==> src/design/dpir_map.svh <==
// How it works
// - Pins seven to four show general bits, or channel ready signals when routed.
// - Pin three field picks general bit, counter output, B transmit or receive clock.
// - Pin two field picks general bit, A transmit 16X, A transmit 1X, A receive 1X.
// - Change register: upper nibble tells which inputs changed, lower nibble their levels.
// - Flag register holds eight interrupt conditions in the fixed bit order.
// - Enable register has one bit per flag, 1 turns that interrupt on.
// - Preload high byte holds counter preload bits fifteen to eight.
// - Preload low byte holds counter preload bits seven to zero.
// - Vector register stores the host value and presents it as interrupt vector.
// - Reset clears status, enables, flags, general bits, routing; vector becomes 0F.
`ifndef DPIR_MAP_SVH
`define DPIR_MAP_SVH

// Register offsets
`define DPIR_OFS_ROUTING 4'h0
`define DPIR_OFS_CHANGE 4'h1
`define DPIR_OFS_FLAGS 4'h2
`define DPIR_OFS_ENABLES 4'h3
`define DPIR_OFS_PRE_HI 4'h4
`define DPIR_OFS_PRE_LO 4'h5
`define DPIR_OFS_VECTOR 4'h6
`define DPIR_OFS_GEN_OUT 4'h7

// Reset values
`define DPIR_RST_ROUTING 8'h00
`define DPIR_RST_ENABLES 8'h00
`define DPIR_RST_FLAGS 8'h00
`define DPIR_RST_GEN_OUT 8'h00
`define DPIR_RST_VECTOR 8'h0F
`define DPIR_RST_PRELOAD 8'h00
`define DPIR_RST_STATUS 8'h00

// Routing register fields
`define DPIR_RT_LINE7 7
`define DPIR_RT_LINE6 6
`define DPIR_RT_LINE5 5
`define DPIR_RT_LINE4 4
`define DPIR_RT_LINE3_HI 3
`define DPIR_RT_LINE3_LO 2
`define DPIR_RT_LINE2_HI 1
`define DPIR_RT_LINE2_LO 0

// Flag and enable bit positions
`define DPIR_FL_IN_CHANGE 7
`define DPIR_FL_BRK_B 6
`define DPIR_FL_RX_B 5
`define DPIR_FL_TX_B 4
`define DPIR_FL_CT_RDY 3
`define DPIR_FL_BRK_A 2
`define DPIR_FL_RX_A 1
`define DPIR_FL_TX_A 0

`endif

==> src/design/dpir_pkg.sv <==
package dpir_pkg;
    typedef logic [7:0] dpir_byte_t;
    typedef logic [3:0] dpir_addr_t;
    typedef logic [3:0] dpir_nib_t;

    typedef enum logic [1:0] {
        DPIR_LINE3_GEN = 2'b00,
        DPIR_LINE3_CT = 2'b01,
        DPIR_LINE3_TXB1 = 2'b10,
        DPIR_LINE3_RXB1 = 2'b11
    } dpir_line3_sel_e;

    typedef enum logic [1:0] {
        DPIR_LINE2_GEN = 2'b00,
        DPIR_LINE2_TXA16 = 2'b01,
        DPIR_LINE2_TXA1 = 2'b10,
        DPIR_LINE2_RXA1 = 2'b11
    } dpir_line2_sel_e;

    typedef struct packed {
        logic armed;
        logic last_level;
        logic changed;
        logic pulse;
    } dpir_edge_s;

    typedef struct packed {
        dpir_byte_t routing;
        dpir_byte_t enables;
        dpir_byte_t flags;
        dpir_byte_t gen_out;
        dpir_byte_t pre_hi;
        dpir_byte_t pre_lo;
        dpir_byte_t vector;
        dpir_byte_t channel_status;
        dpir_byte_t pins;
        dpir_byte_t rdata;
        logic irq;
    } dpir_regs_s;
endpackage

==> src/design/dpir_route_if.sv <==
`timescale 1ns/1ps
interface dpir_route_if;
    logic [7:0] routing;
    logic [7:0] gen_out;
    logic tx_rdy_a;
    logic tx_rdy_b;
    logic rx_rdy_a;
    logic rx_rdy_b;
    logic ct_out;
    logic txc_a16;
    logic txc_a1;
    logic rxc_a1;
    logic txc_b1;
    logic rxc_b1;
    logic [7:0] pins;

    modport ctrl (
        output routing, gen_out, tx_rdy_a, tx_rdy_b, rx_rdy_a, rx_rdy_b,
        output ct_out, txc_a16, txc_a1, rxc_a1, txc_b1, rxc_b1,
        input pins
    );
    modport mux (
        input routing, gen_out, tx_rdy_a, tx_rdy_b, rx_rdy_a, rx_rdy_b,
        input ct_out, txc_a16, txc_a1, rxc_a1, txc_b1, rxc_b1,
        output pins
    );
endinterface

==> src/design/dpir_pin_mux.sv <==
`timescale 1ns/1ps
`include "dpir_map.svh"
module dpir_pin_mux (
    // Steering sources and steered pins
    dpir_route_if.mux rt
);
    import dpir_pkg::*;

    dpir_line3_sel_e sel3;
    dpir_line2_sel_e sel2;

    always_comb begin
        sel3 = dpir_line3_sel_e'(rt.routing[`DPIR_RT_LINE3_HI:`DPIR_RT_LINE3_LO]);
        sel2 = dpir_line2_sel_e'(rt.routing[`DPIR_RT_LINE2_HI:`DPIR_RT_LINE2_LO]);
        rt.pins = rt.gen_out;
        if (rt.routing[`DPIR_RT_LINE7]) begin
            rt.pins[7] = rt.tx_rdy_b;
        end
        if (rt.routing[`DPIR_RT_LINE6]) begin
            rt.pins[6] = rt.tx_rdy_a;
        end
        if (rt.routing[`DPIR_RT_LINE5]) begin
            rt.pins[5] = rt.rx_rdy_b;
        end
        if (rt.routing[`DPIR_RT_LINE4]) begin
            rt.pins[4] = rt.rx_rdy_a;
        end
        case (sel3)
            DPIR_LINE3_GEN: rt.pins[3] = rt.gen_out[3];
            DPIR_LINE3_CT: rt.pins[3] = rt.ct_out;
            DPIR_LINE3_TXB1: rt.pins[3] = rt.txc_b1;
            DPIR_LINE3_RXB1: rt.pins[3] = rt.rxc_b1;
            default: rt.pins[3] = rt.gen_out[3];
        endcase
        case (sel2)
            DPIR_LINE2_GEN: rt.pins[2] = rt.gen_out[2];
            DPIR_LINE2_TXA16: rt.pins[2] = rt.txc_a16;
            DPIR_LINE2_TXA1: rt.pins[2] = rt.txc_a1;
            DPIR_LINE2_RXA1: rt.pins[2] = rt.rxc_a1;
            default: rt.pins[2] = rt.gen_out[2];
        endcase
    end
endmodule

==> src/design/dpir_in_change.sv <==
`timescale 1ns/1ps
module dpir_in_change (
    // Clock and reset
    input wire logic clock,
    input wire logic rst,
    // Line and host clear
    input wire logic level,
    input wire logic clear,
    // Status
    output logic changed,
    output logic pulse
);
    import dpir_pkg::*;

    dpir_edge_s st_ff;
    dpir_edge_s nxt_st;

    always_comb begin
        nxt_st = st_ff;
        nxt_st.armed = 1'b1;
        nxt_st.last_level = level;
        // First sample after reset only records the level
        nxt_st.pulse = st_ff.armed && (level != st_ff.last_level);
        // A change seen in the clearing cycle stays reported
        nxt_st.changed = (st_ff.changed && !clear) || nxt_st.pulse;
    end

    always_ff @(posedge clock or posedge rst) begin
        if (rst) begin
            st_ff <= '0;
        end else begin
            st_ff <= nxt_st;
        end
    end

    assign changed = st_ff.changed;
    assign pulse = st_ff.pulse;
endmodule

==> src/design/dpir_top.sv <==
`timescale 1ns/1ps
`include "dpir_map.svh"
module dpir_top (
    // Clock and reset
    input wire logic clock,
    input wire logic rst,
    // Register port
    input wire dpir_pkg::dpir_addr_t reg_addr,
    input wire dpir_pkg::dpir_byte_t reg_wdata,
    input wire logic reg_wr,
    input wire logic reg_rd,
    output dpir_pkg::dpir_byte_t reg_rdata,
    // Input lines zero to three
    input wire dpir_pkg::dpir_nib_t in_lines,
    // Channel and counter sources
    input wire logic transmit_ready_chan_a,
    input wire logic transmit_ready_chan_b,
    input wire logic receive_ready_full_chan_a,
    input wire logic receive_ready_full_chan_b,
    input wire logic break_change_chan_a,
    input wire logic break_change_chan_b,
    input wire logic counter_ready,
    input wire logic counter_out,
    input wire logic transmit_clock_chan_a_16x,
    input wire logic transmit_clock_chan_a,
    input wire logic receive_clock_chan_a,
    input wire logic transmit_clock_chan_b,
    input wire logic receive_clock_chan_b,
    // Output lines zero to seven
    output dpir_pkg::dpir_byte_t out_lines,
    // Counter preload, vector and channel status
    output dpir_pkg::dpir_byte_t counter_preload_high,
    output dpir_pkg::dpir_byte_t counter_preload_low,
    output dpir_pkg::dpir_byte_t interrupt_vector,
    output dpir_pkg::dpir_byte_t channel_status,
    // Interrupt
    output logic irq
);
    import dpir_pkg::*;

    dpir_regs_s r_ff;
    dpir_regs_s nxt_r;

    dpir_route_if rt ();

    logic wr_routing;
    logic wr_enables;
    logic wr_flags;
    logic wr_pre_hi;
    logic wr_pre_lo;
    logic wr_vector;
    logic wr_gen_out;
    logic rd_change;
    logic any_change;
    dpir_nib_t delta;
    dpir_nib_t delta_pulse;
    dpir_byte_t events;
    dpir_byte_t flags_next;
    dpir_byte_t read_mux;

    // Write decode
    always_comb begin
        wr_routing = reg_wr && (reg_addr == `DPIR_OFS_ROUTING);
        wr_enables = reg_wr && (reg_addr == `DPIR_OFS_ENABLES);
        wr_flags = reg_wr && (reg_addr == `DPIR_OFS_FLAGS);
        wr_pre_hi = reg_wr && (reg_addr == `DPIR_OFS_PRE_HI);
        wr_pre_lo = reg_wr && (reg_addr == `DPIR_OFS_PRE_LO);
        wr_vector = reg_wr && (reg_addr == `DPIR_OFS_VECTOR);
        wr_gen_out = reg_wr && (reg_addr == `DPIR_OFS_GEN_OUT);
        rd_change = reg_rd && (reg_addr == `DPIR_OFS_CHANGE);
    end

    // Change detectors, one per input line
    genvar gi;
    generate
        for (gi = 0; gi < 4; gi++) begin : g_line
            dpir_in_change u_chg (
                .clock(clock),
                .rst(rst),
                .level(in_lines[gi]),
                .clear(rd_change),
                .changed(delta[gi]),
                .pulse(delta_pulse[gi])
            );
        end
    endgenerate

    assign any_change = |delta_pulse;

    // Pin steering
    assign rt.routing = r_ff.routing;
    assign rt.gen_out = r_ff.gen_out;
    assign rt.tx_rdy_a = transmit_ready_chan_a;
    assign rt.tx_rdy_b = transmit_ready_chan_b;
    assign rt.rx_rdy_a = receive_ready_full_chan_a;
    assign rt.rx_rdy_b = receive_ready_full_chan_b;
    assign rt.ct_out = counter_out;
    assign rt.txc_a16 = transmit_clock_chan_a_16x;
    assign rt.txc_a1 = transmit_clock_chan_a;
    assign rt.rxc_a1 = receive_clock_chan_a;
    assign rt.txc_b1 = transmit_clock_chan_b;
    assign rt.rxc_b1 = receive_clock_chan_b;

    dpir_pin_mux u_mux (
        .rt(rt.mux)
    );

    // Interrupt conditions in flag order
    always_comb begin
        events = 8'h00;
        events[`DPIR_FL_IN_CHANGE] = any_change;
        events[`DPIR_FL_BRK_B] = break_change_chan_b;
        events[`DPIR_FL_RX_B] = receive_ready_full_chan_b;
        events[`DPIR_FL_TX_B] = transmit_ready_chan_b;
        events[`DPIR_FL_CT_RDY] = counter_ready;
        events[`DPIR_FL_BRK_A] = break_change_chan_a;
        events[`DPIR_FL_RX_A] = receive_ready_full_chan_a;
        events[`DPIR_FL_TX_A] = transmit_ready_chan_a;
    end

    // Write one clears; a condition present in the same cycle keeps its bit
    always_comb begin
        flags_next = r_ff.flags;
        if (wr_flags) begin
            flags_next = r_ff.flags & ~reg_wdata;
        end
        flags_next = flags_next | events;
    end

    // Read data source
    always_comb begin
        case (reg_addr)
            `DPIR_OFS_ROUTING: read_mux = r_ff.routing;
            `DPIR_OFS_CHANGE: read_mux = {delta, in_lines};
            `DPIR_OFS_FLAGS: read_mux = r_ff.flags;
            `DPIR_OFS_ENABLES: read_mux = r_ff.enables;
            `DPIR_OFS_PRE_HI: read_mux = r_ff.pre_hi;
            `DPIR_OFS_PRE_LO: read_mux = r_ff.pre_lo;
            `DPIR_OFS_VECTOR: read_mux = r_ff.vector;
            `DPIR_OFS_GEN_OUT: read_mux = r_ff.gen_out;
            default: read_mux = 8'h00;
        endcase
    end

    // Next state
    always_comb begin
        nxt_r = r_ff;
        if (wr_routing) begin
            nxt_r.routing = reg_wdata;
        end
        if (wr_enables) begin
            nxt_r.enables = reg_wdata;
        end
        if (wr_pre_hi) begin
            nxt_r.pre_hi = reg_wdata;
        end
        if (wr_pre_lo) begin
            nxt_r.pre_lo = reg_wdata;
        end
        if (wr_vector) begin
            nxt_r.vector = reg_wdata;
        end
        if (wr_gen_out) begin
            nxt_r.gen_out = reg_wdata;
        end
        nxt_r.flags = flags_next;
        // Pins follow the steering of the current cycle
        nxt_r.pins = rt.pins;
        // Interrupt tracks the updated flags and enables together
        nxt_r.irq = |(flags_next & nxt_r.enables);
        if (reg_rd) begin
            nxt_r.rdata = read_mux;
        end else begin
            nxt_r.rdata = 8'h00;
        end
    end

    always_ff @(posedge clock or posedge rst) begin
        if (rst) begin
            r_ff.routing <= `DPIR_RST_ROUTING;
            r_ff.enables <= `DPIR_RST_ENABLES;
            r_ff.flags <= `DPIR_RST_FLAGS;
            r_ff.gen_out <= `DPIR_RST_GEN_OUT;
            r_ff.vector <= `DPIR_RST_VECTOR;
            r_ff.channel_status <= `DPIR_RST_STATUS;
            r_ff.pre_hi <= `DPIR_RST_PRELOAD;
            r_ff.pre_lo <= `DPIR_RST_PRELOAD;
            r_ff.pins <= `DPIR_RST_GEN_OUT;
            r_ff.rdata <= 8'h00;
            r_ff.irq <= 1'b0;
        end else begin
            r_ff <= nxt_r;
        end
    end

    // Outputs straight from flip-flops
    assign reg_rdata = r_ff.rdata;
    assign out_lines = r_ff.pins;
    assign counter_preload_high = r_ff.pre_hi;
    assign counter_preload_low = r_ff.pre_lo;
    assign interrupt_vector = r_ff.vector;
    assign channel_status = r_ff.channel_status;
    assign irq = r_ff.irq;
endmodule

==> config.mk <==
export PLATFORM = sky130hd
export DESIGN_NAME = dpir_top
export DESIGN_NICKNAME = d
export VERILOG_FILES = /design/src/design/dpir_pkg.sv /design/src/design/dpir_route_if.sv /design/src/design/dpir_pin_mux.sv /design/src/design/dpir_in_change.sv /design/src/design/dpir_top.sv
export VERILOG_INCLUDE_DIRS = /design/src /design/src/design
export SDC_FILE = /design/constraint.sdc
export NUM_CORES = 1
export LEC_CHECK = 0
export ABC_AREA = 1
export ABC_CLOCK_PERIOD_IN_PS = 3250
export BUFFER_PORTS_ARGS = -buffer_cell sky130_fd_sc_hd__clkbuf_2
export CAP_MARGIN = 0
export CORE_MARGIN = 3
export CORE_UTILIZATION = 35
export DETAILED_ROUTE_END_ITERATION = 16
export PLACE_DENSITY_LB_ADDON = 0.05
export SLEW_MARGIN = 10
export SYNTH_ARGS = -nofsm -noshare
export SYNTH_HDL_FRONTEND = slang
export SYNTH_SLANG_ARGS = --single-unit
==> constraint.sdc <==
create_clock -name clock -period 3.25 [get_ports clock]
set_input_delay 0.4875 -clock clock [delete_from_list [all_inputs] [get_ports clock]]
set_output_delay 0.4875 -clock clock [all_outputs]
set_load 0.005 [all_outputs]
==> Yosys cells after proc, flatten, opt, wreduce, memory -nomap -nowiden <==
Cells that the tools add are included.
Widths: inputs -> output; s select.
{ "classes": {"add_sub_neg": 0, "mul": 0, "n_div": 0, "order_cmp": 0, "n_eq_ne": 17, "shifts": 0, "muxes": 10, "bitwise": 4, "reduce_logical": 26} }
{ "ops": {"columns": ["cell", "count"], "rows": [
  ["$pmux 8 s8", 1],
  ["$mux 8", 3],
  ["$and 8x8->8", 2],
  ["$eq 4x3->1 const B", 4],
  ["$logic_and 1x1->1", 16],
  ["$eq 2x2->1 const B", 4],
  ["$eq 4x2->1 const B", 2],
  ["$not 8->8", 1],
  ["$or 8x8->8", 1],
  ["$pmux 1 s4", 2],
  ["$reduce_or 8->1", 1],
  ["$eq 2x1->1 const B", 2],
  ["$eq 4x1->1 const B", 1],
  ["$logic_not 2->1", 2],
  ["$logic_not 4->1", 1],
  ["$logic_or 1x1->1", 4],
  ["$mux 1", 4],
  ["$ne 1x1->1", 4],
  ["$reduce_or 4->1", 1],
  ["$logic_not 1->1", 1]
]} }
{ "totals": {"reg_bits": 86, "latch_bits": 0, "ram_bits": 0, "mem_bits_ro": 0, "inputBits": 33, "out_inout_bits": 49, "memories": 0} }

==> Longest topological paths before layout <==
{ "logic_depth": {"ltp_word": 6, "mapped_depth": 10, "ltp_nobuf": 10} }

==> Modules after synthesis <==
Synthesis repeated with hierarchy kept, for this count alone.
{ "unflattened": {"cells_unflattened": 539, "area_unflattened_um2": 4429.2} }
{ "modules_own_cells": {"columns": ["mod", "n_inst", "cells_per_inst", "area_each_um2", "seq_area_each_um2"], "rows": [
  ["dpir_top", 1, 439, 3671.0, 1831.8],
  ["dpir_in_change", 4, 15, 147.6, 100.1],
  ["dpir_pin_mux", 1, 40, 167.7, 0.0]
]} }

==> Worst setup path before layout <==
Ideal clock, no wire load.
{ "synth_path": {"kind": "input port to flip-flop", "from": "input reg_addr[2]", "to": "register r_ff (netlist bit counter_preload_high[0])", "setup_time_ns": 0.127, "arrival_time_ns": 1.491, "t_required_ns": 3.123, "path_slack_ns": 1.632, "cell_stages": 8, "n_path_buf": 1, "path_cell_list": "inv_1 nor2_4 inv_1 nor3_2 nand2_2 buf_6 nand2_1 o21ai_0"} }
{ "synth_between": {"elab_chain_cells": 2} }
{ "synth_rtl": {"columns": ["item", "line", "text"], "rows": [
  ["from (decl)", "dpir_top.sv:8", "input wire dpir_pkg::dpir_addr_t reg_addr,"],
  ["$eq 4x3->1", null, null],
  ["$logic_and 1x1->1", "dpir_top.sv:66", "wr_pre_hi = reg_wr && (reg_addr == `DPIR_OFS_PRE_HI);"],
  ["to (signal assigned)", "dpir_top.sv:192", "r_ff <= nxt_r;"],
  ["to (decl)", "dpir_top.sv:41", "dpir_regs_s r_ff;"]
]} }
No other way between the ends.
A chain may end at the register's enable or synchronous reset.

==> Worst setup path after layout <==
{ "layout_path": {"from": "input reg_addr[1]", "to": "register r_ff (netlist bit interrupt_vector[0])"} }
{ "layout_between": {"elab_chain_cells": 2} }
{ "layout_rtl": {"columns": ["item", "line", "text"], "rows": [
  ["$eq 4x3->1", null, null],
  ["$logic_and 1x1->1", "dpir_top.sv:68", "wr_vector = reg_wr && (reg_addr == `DPIR_OFS_VECTOR);"]
]} }
No other way between the ends.

==> flow_metrics.py <==
metrics = {
    "cells_and_area": {
        "fin_util": 0.4089,
        "nNetsFinal": 561,
        "area_growth_pct": 11.19,
        "diodes": 0,
        "post_route_cells_drive_above_1_share": 0.2008,
        "fill_cells": 1169,
    },
    "placement": {
        "io_buffer_count": 73,
        "gp_congestion": 0.8605,
        "place_ws_ps": 940.5,
        "dp_hpwl_mm": 8.124,
    },
    "timing": {
        "relSlewSlack": 0.4871,
        "setup_tns_ps": 0,
        "rsz0062_at_grt": "false",
        "finalCriticalPeriod_ps": 1997,
        "setup_viol": 0,
        "slew_viol_final": 0,
        "fmax_ghz": 0.5008,
        "post-route-period-util": 0.6144,
        "tightestPinTransition_ps": 768.5,
        "fin_worst_skew_ps": 7.108,
        "worst_slack_ps": 1253,
        "hold_viol_final": 0,
    },
    "clock_tree": {
        "clkTransAtPathRegs_ps": 70,
        "h-tree-depth": 3,
        "cts-root-buf": "clkbuf_16",
        "tritoncts": "yes",
        "clk_path_buf_depth": 2,
        "cts.hold.buffers_added": 0,
        "numCtsBuffers": 9,
        "cts_resized": 0,
        "clock_sinks": 86,
        "postCtsSetupRepairBufs": 0,
        "insertion_delay_ps": 330,
    },
    "synthesis": {
        "syn-cell-area_sq_mm": 0.004091,
        "synth-async-reset-ratio": 1.000,
        "ys_dominant_reg_cell": "dfrtp_1",
        "ys_types": 25,
        "synth_most_common_cell": "nand2_1",
        "syn_avg_cell_area_sq_um": 8.316,
        "ys_seq_area_frac": 0.5272,
        "ys_ff_latch": 86,
        "synthCells": 492,
        "synth_commonest_cells": "nand2_1, dfrtp_1, o21ai_0",
        "yosys.area.top_type": "dfrtp_1",
        "yosys.area.top_type_share": 0.5015,
        "synth_edf_count": 0,
        "yosysWarnings": 0,
        "synth.area.top_cells": "dfrtp_1, nand2_1, buf_4",
    },
    "setup_path": {
        "crit_required_ps": 3490,
        "critPathKind": "in -> reg",
        "cp_max_fo": 17,
        "cp_top_family": "simple AND/OR/NAND/NOR gates",
        "r2r-end": "irq",
        "arrival_ps": 2240,
        "path_buf_inv": 2,
        "r2r_slack_ps": 1950,
        "slowest_delay_ps": 600,
        "crit_cells": 5,
        "rr_startpoint": "g_line[1].u_chg.pulse",
        "crit_path_start_kind": "primary input",
        "endpoint_kind": "flop",
        "reg2regPathDepth": 7,
        "path_cells": "clkbuf_2 -> inv_1 -> nor2_2 -> nand3_1 -> o21ai_0",
        "cpMaxStageDelayCell": "nor2_2",
    },
    "floorplan": {
        "fp.dieW_um": 114.1,
        "die_y_um": 114.1,
        "core_sq_mm": 0.01113,
        "std_cell_rows": 38,
        "dieArea_sq_mm": 0.01302,
        "ios": 82,
        "start_util": 0.3677,
    },
    "outcome": {
        "status": "complete, no violations",
    },
    "route": {
        "vias": 3162,
        "drt-total-wl_mm": 11.06,
        "firstDrtPassIters": 4,
        "routedWlPerCell_um": 16.44,
        "drt_iter0_drc": 188,
        "avgViaCountPerCell": 4.698,
        "final_antenna_net_count": 0,
        "drcViolationCount": 0,
    },
    "global_route": {
        "antenna_found_initial": 0,
        "grt_pass1_vias": 3013,
        "grt_overflow": 0,
        "grt_pass1_wl_mm": 16.88,
        "grt_max_degree": 54,
        "track_usage": 0.1729,
    },
    "power": {
        "p_leak_nw": 2.359,
        "peakVddDrop_uv": 290.2,
        "power.density_mw_per_mm2": 605.3,
    },
    "flow_run": {
        "maxCapViolations": 0,
    },
    "hold_path": {
        "hold_class": "in -> async",
    },
}
==> state kept, by name, summed over array words and instances (netlist names) <==
| register | cells |
|---|---|
| out_lines | 8 |
| g_line.u_chg.changed | 4 |
| r_ff | 16 |
| counter_preload_low | 8 |
| g_line.u_chg.pulse | 4 |
| g_line.u_chg.st_ff | 5 |
| counter_preload_high | 8 |
| rt.gen_out | 8 |
| irq | 1 |
| interrupt_vector | 8 |
| reg_rdata | 8 |
| rt.routing | 8 |
==> power by group <==
part / leakage (nW) / internal (mW) / switching [mW]
logic: 1.19 / 0.175 / 0.264
clock network: 0.136 / 0.521 / 0.438
registers: 1.04 / 1.25 / 0.110
==> worst reg2reg max path: cells and delay by family, from the launching register on <==
kind,cells,cell delay [ps]
simple gates,7,830
flops,1,360
==> layout by cell type (no fill, tap or decap), types with 2 or more instances in the layout <==
cell type,n
nand2_1,157
dfrtp_1,82
clkbuf_2,73
o21ai_0,60
inv_1,39
nor2_1,32
nand3_1,17
a21oi_1,10
nand4_1,9
conb_1,9
clkbuf_16,9
o22ai_1,8
clkinv_2,4
dfstp_2,4
nand2_2,3
nor3_2,3
nor2_4,2
inv_6,2
==> worst max-delay path by stage <==
stage | start | to | slack, ps
after global placement | reg_addr[1] | interrupt_vector[0] | 1030
after global routing | reg_addr[1] | interrupt_vector[0] | 1040
after detailed placement | reg_addr[1] | interrupt_vector[0] | 940
after CTS | reg_addr[1] | interrupt_vector[0] | 1280
after floorplan | rst | counter_preload_high[0] | 550
final | reg_addr[1] | interrupt_vector[0] | 1250
==> logic make-up (layout without fill, tap and decap cells) <==
logic type,Yosys count,count (layout),share of synthesized area
compound gates,79,79,0.09908
other cells,2,9,0.001836
buf+inv,99,133,0.1391
simple gates,226,226,0.2327
flops,86,86,0.5272
==> routing by layer <==
metal | share of wire | global-route usage | vias to the layer above
li1 | - | - | 1592
met1 | 0.48 | 0.2553 | 1473
met2 | 0.45 | 0.2576 | 84
met3 | 0.058 | 0.02907 | 13
met4 | 0.018 | 0.05859 | 0
met5 | 0 | 0 | -
==> area by class of cell <==
class | count | area, sq um | area share
sequential | 86 | 2157 | 0.4741
inverter | 42 | 158.9 | 0.03493
multi-input combinational | 314 | 1391 | 0.3058
clock inverter | 7 | 48.80 | 0.01073
tap | 140 | 175.2 | 0.03850
clock buffer | 9 | 225.2 | 0.04950
timing repair buffer | 75 | 392.9 | 0.08636
==> per-stage QoR <==
stage / power [mW] / cells / area, sq um / hold WS, ps
finish: 2.754 / 673 / 4549 / 190.9
floorplan: 1.720 / 499 / 4118 / 374.7
global route: 2.916 / 673 / 4549 / 243.4
global placement: 1.817 / 657 / 4275 / 409.5
CTS: 2.792 / 673 / 4549 / 217.1
detailed placement: 1.822 / 657 / 4275 / 411.2
Note: power is estimated with default switching activity, not from simulation.
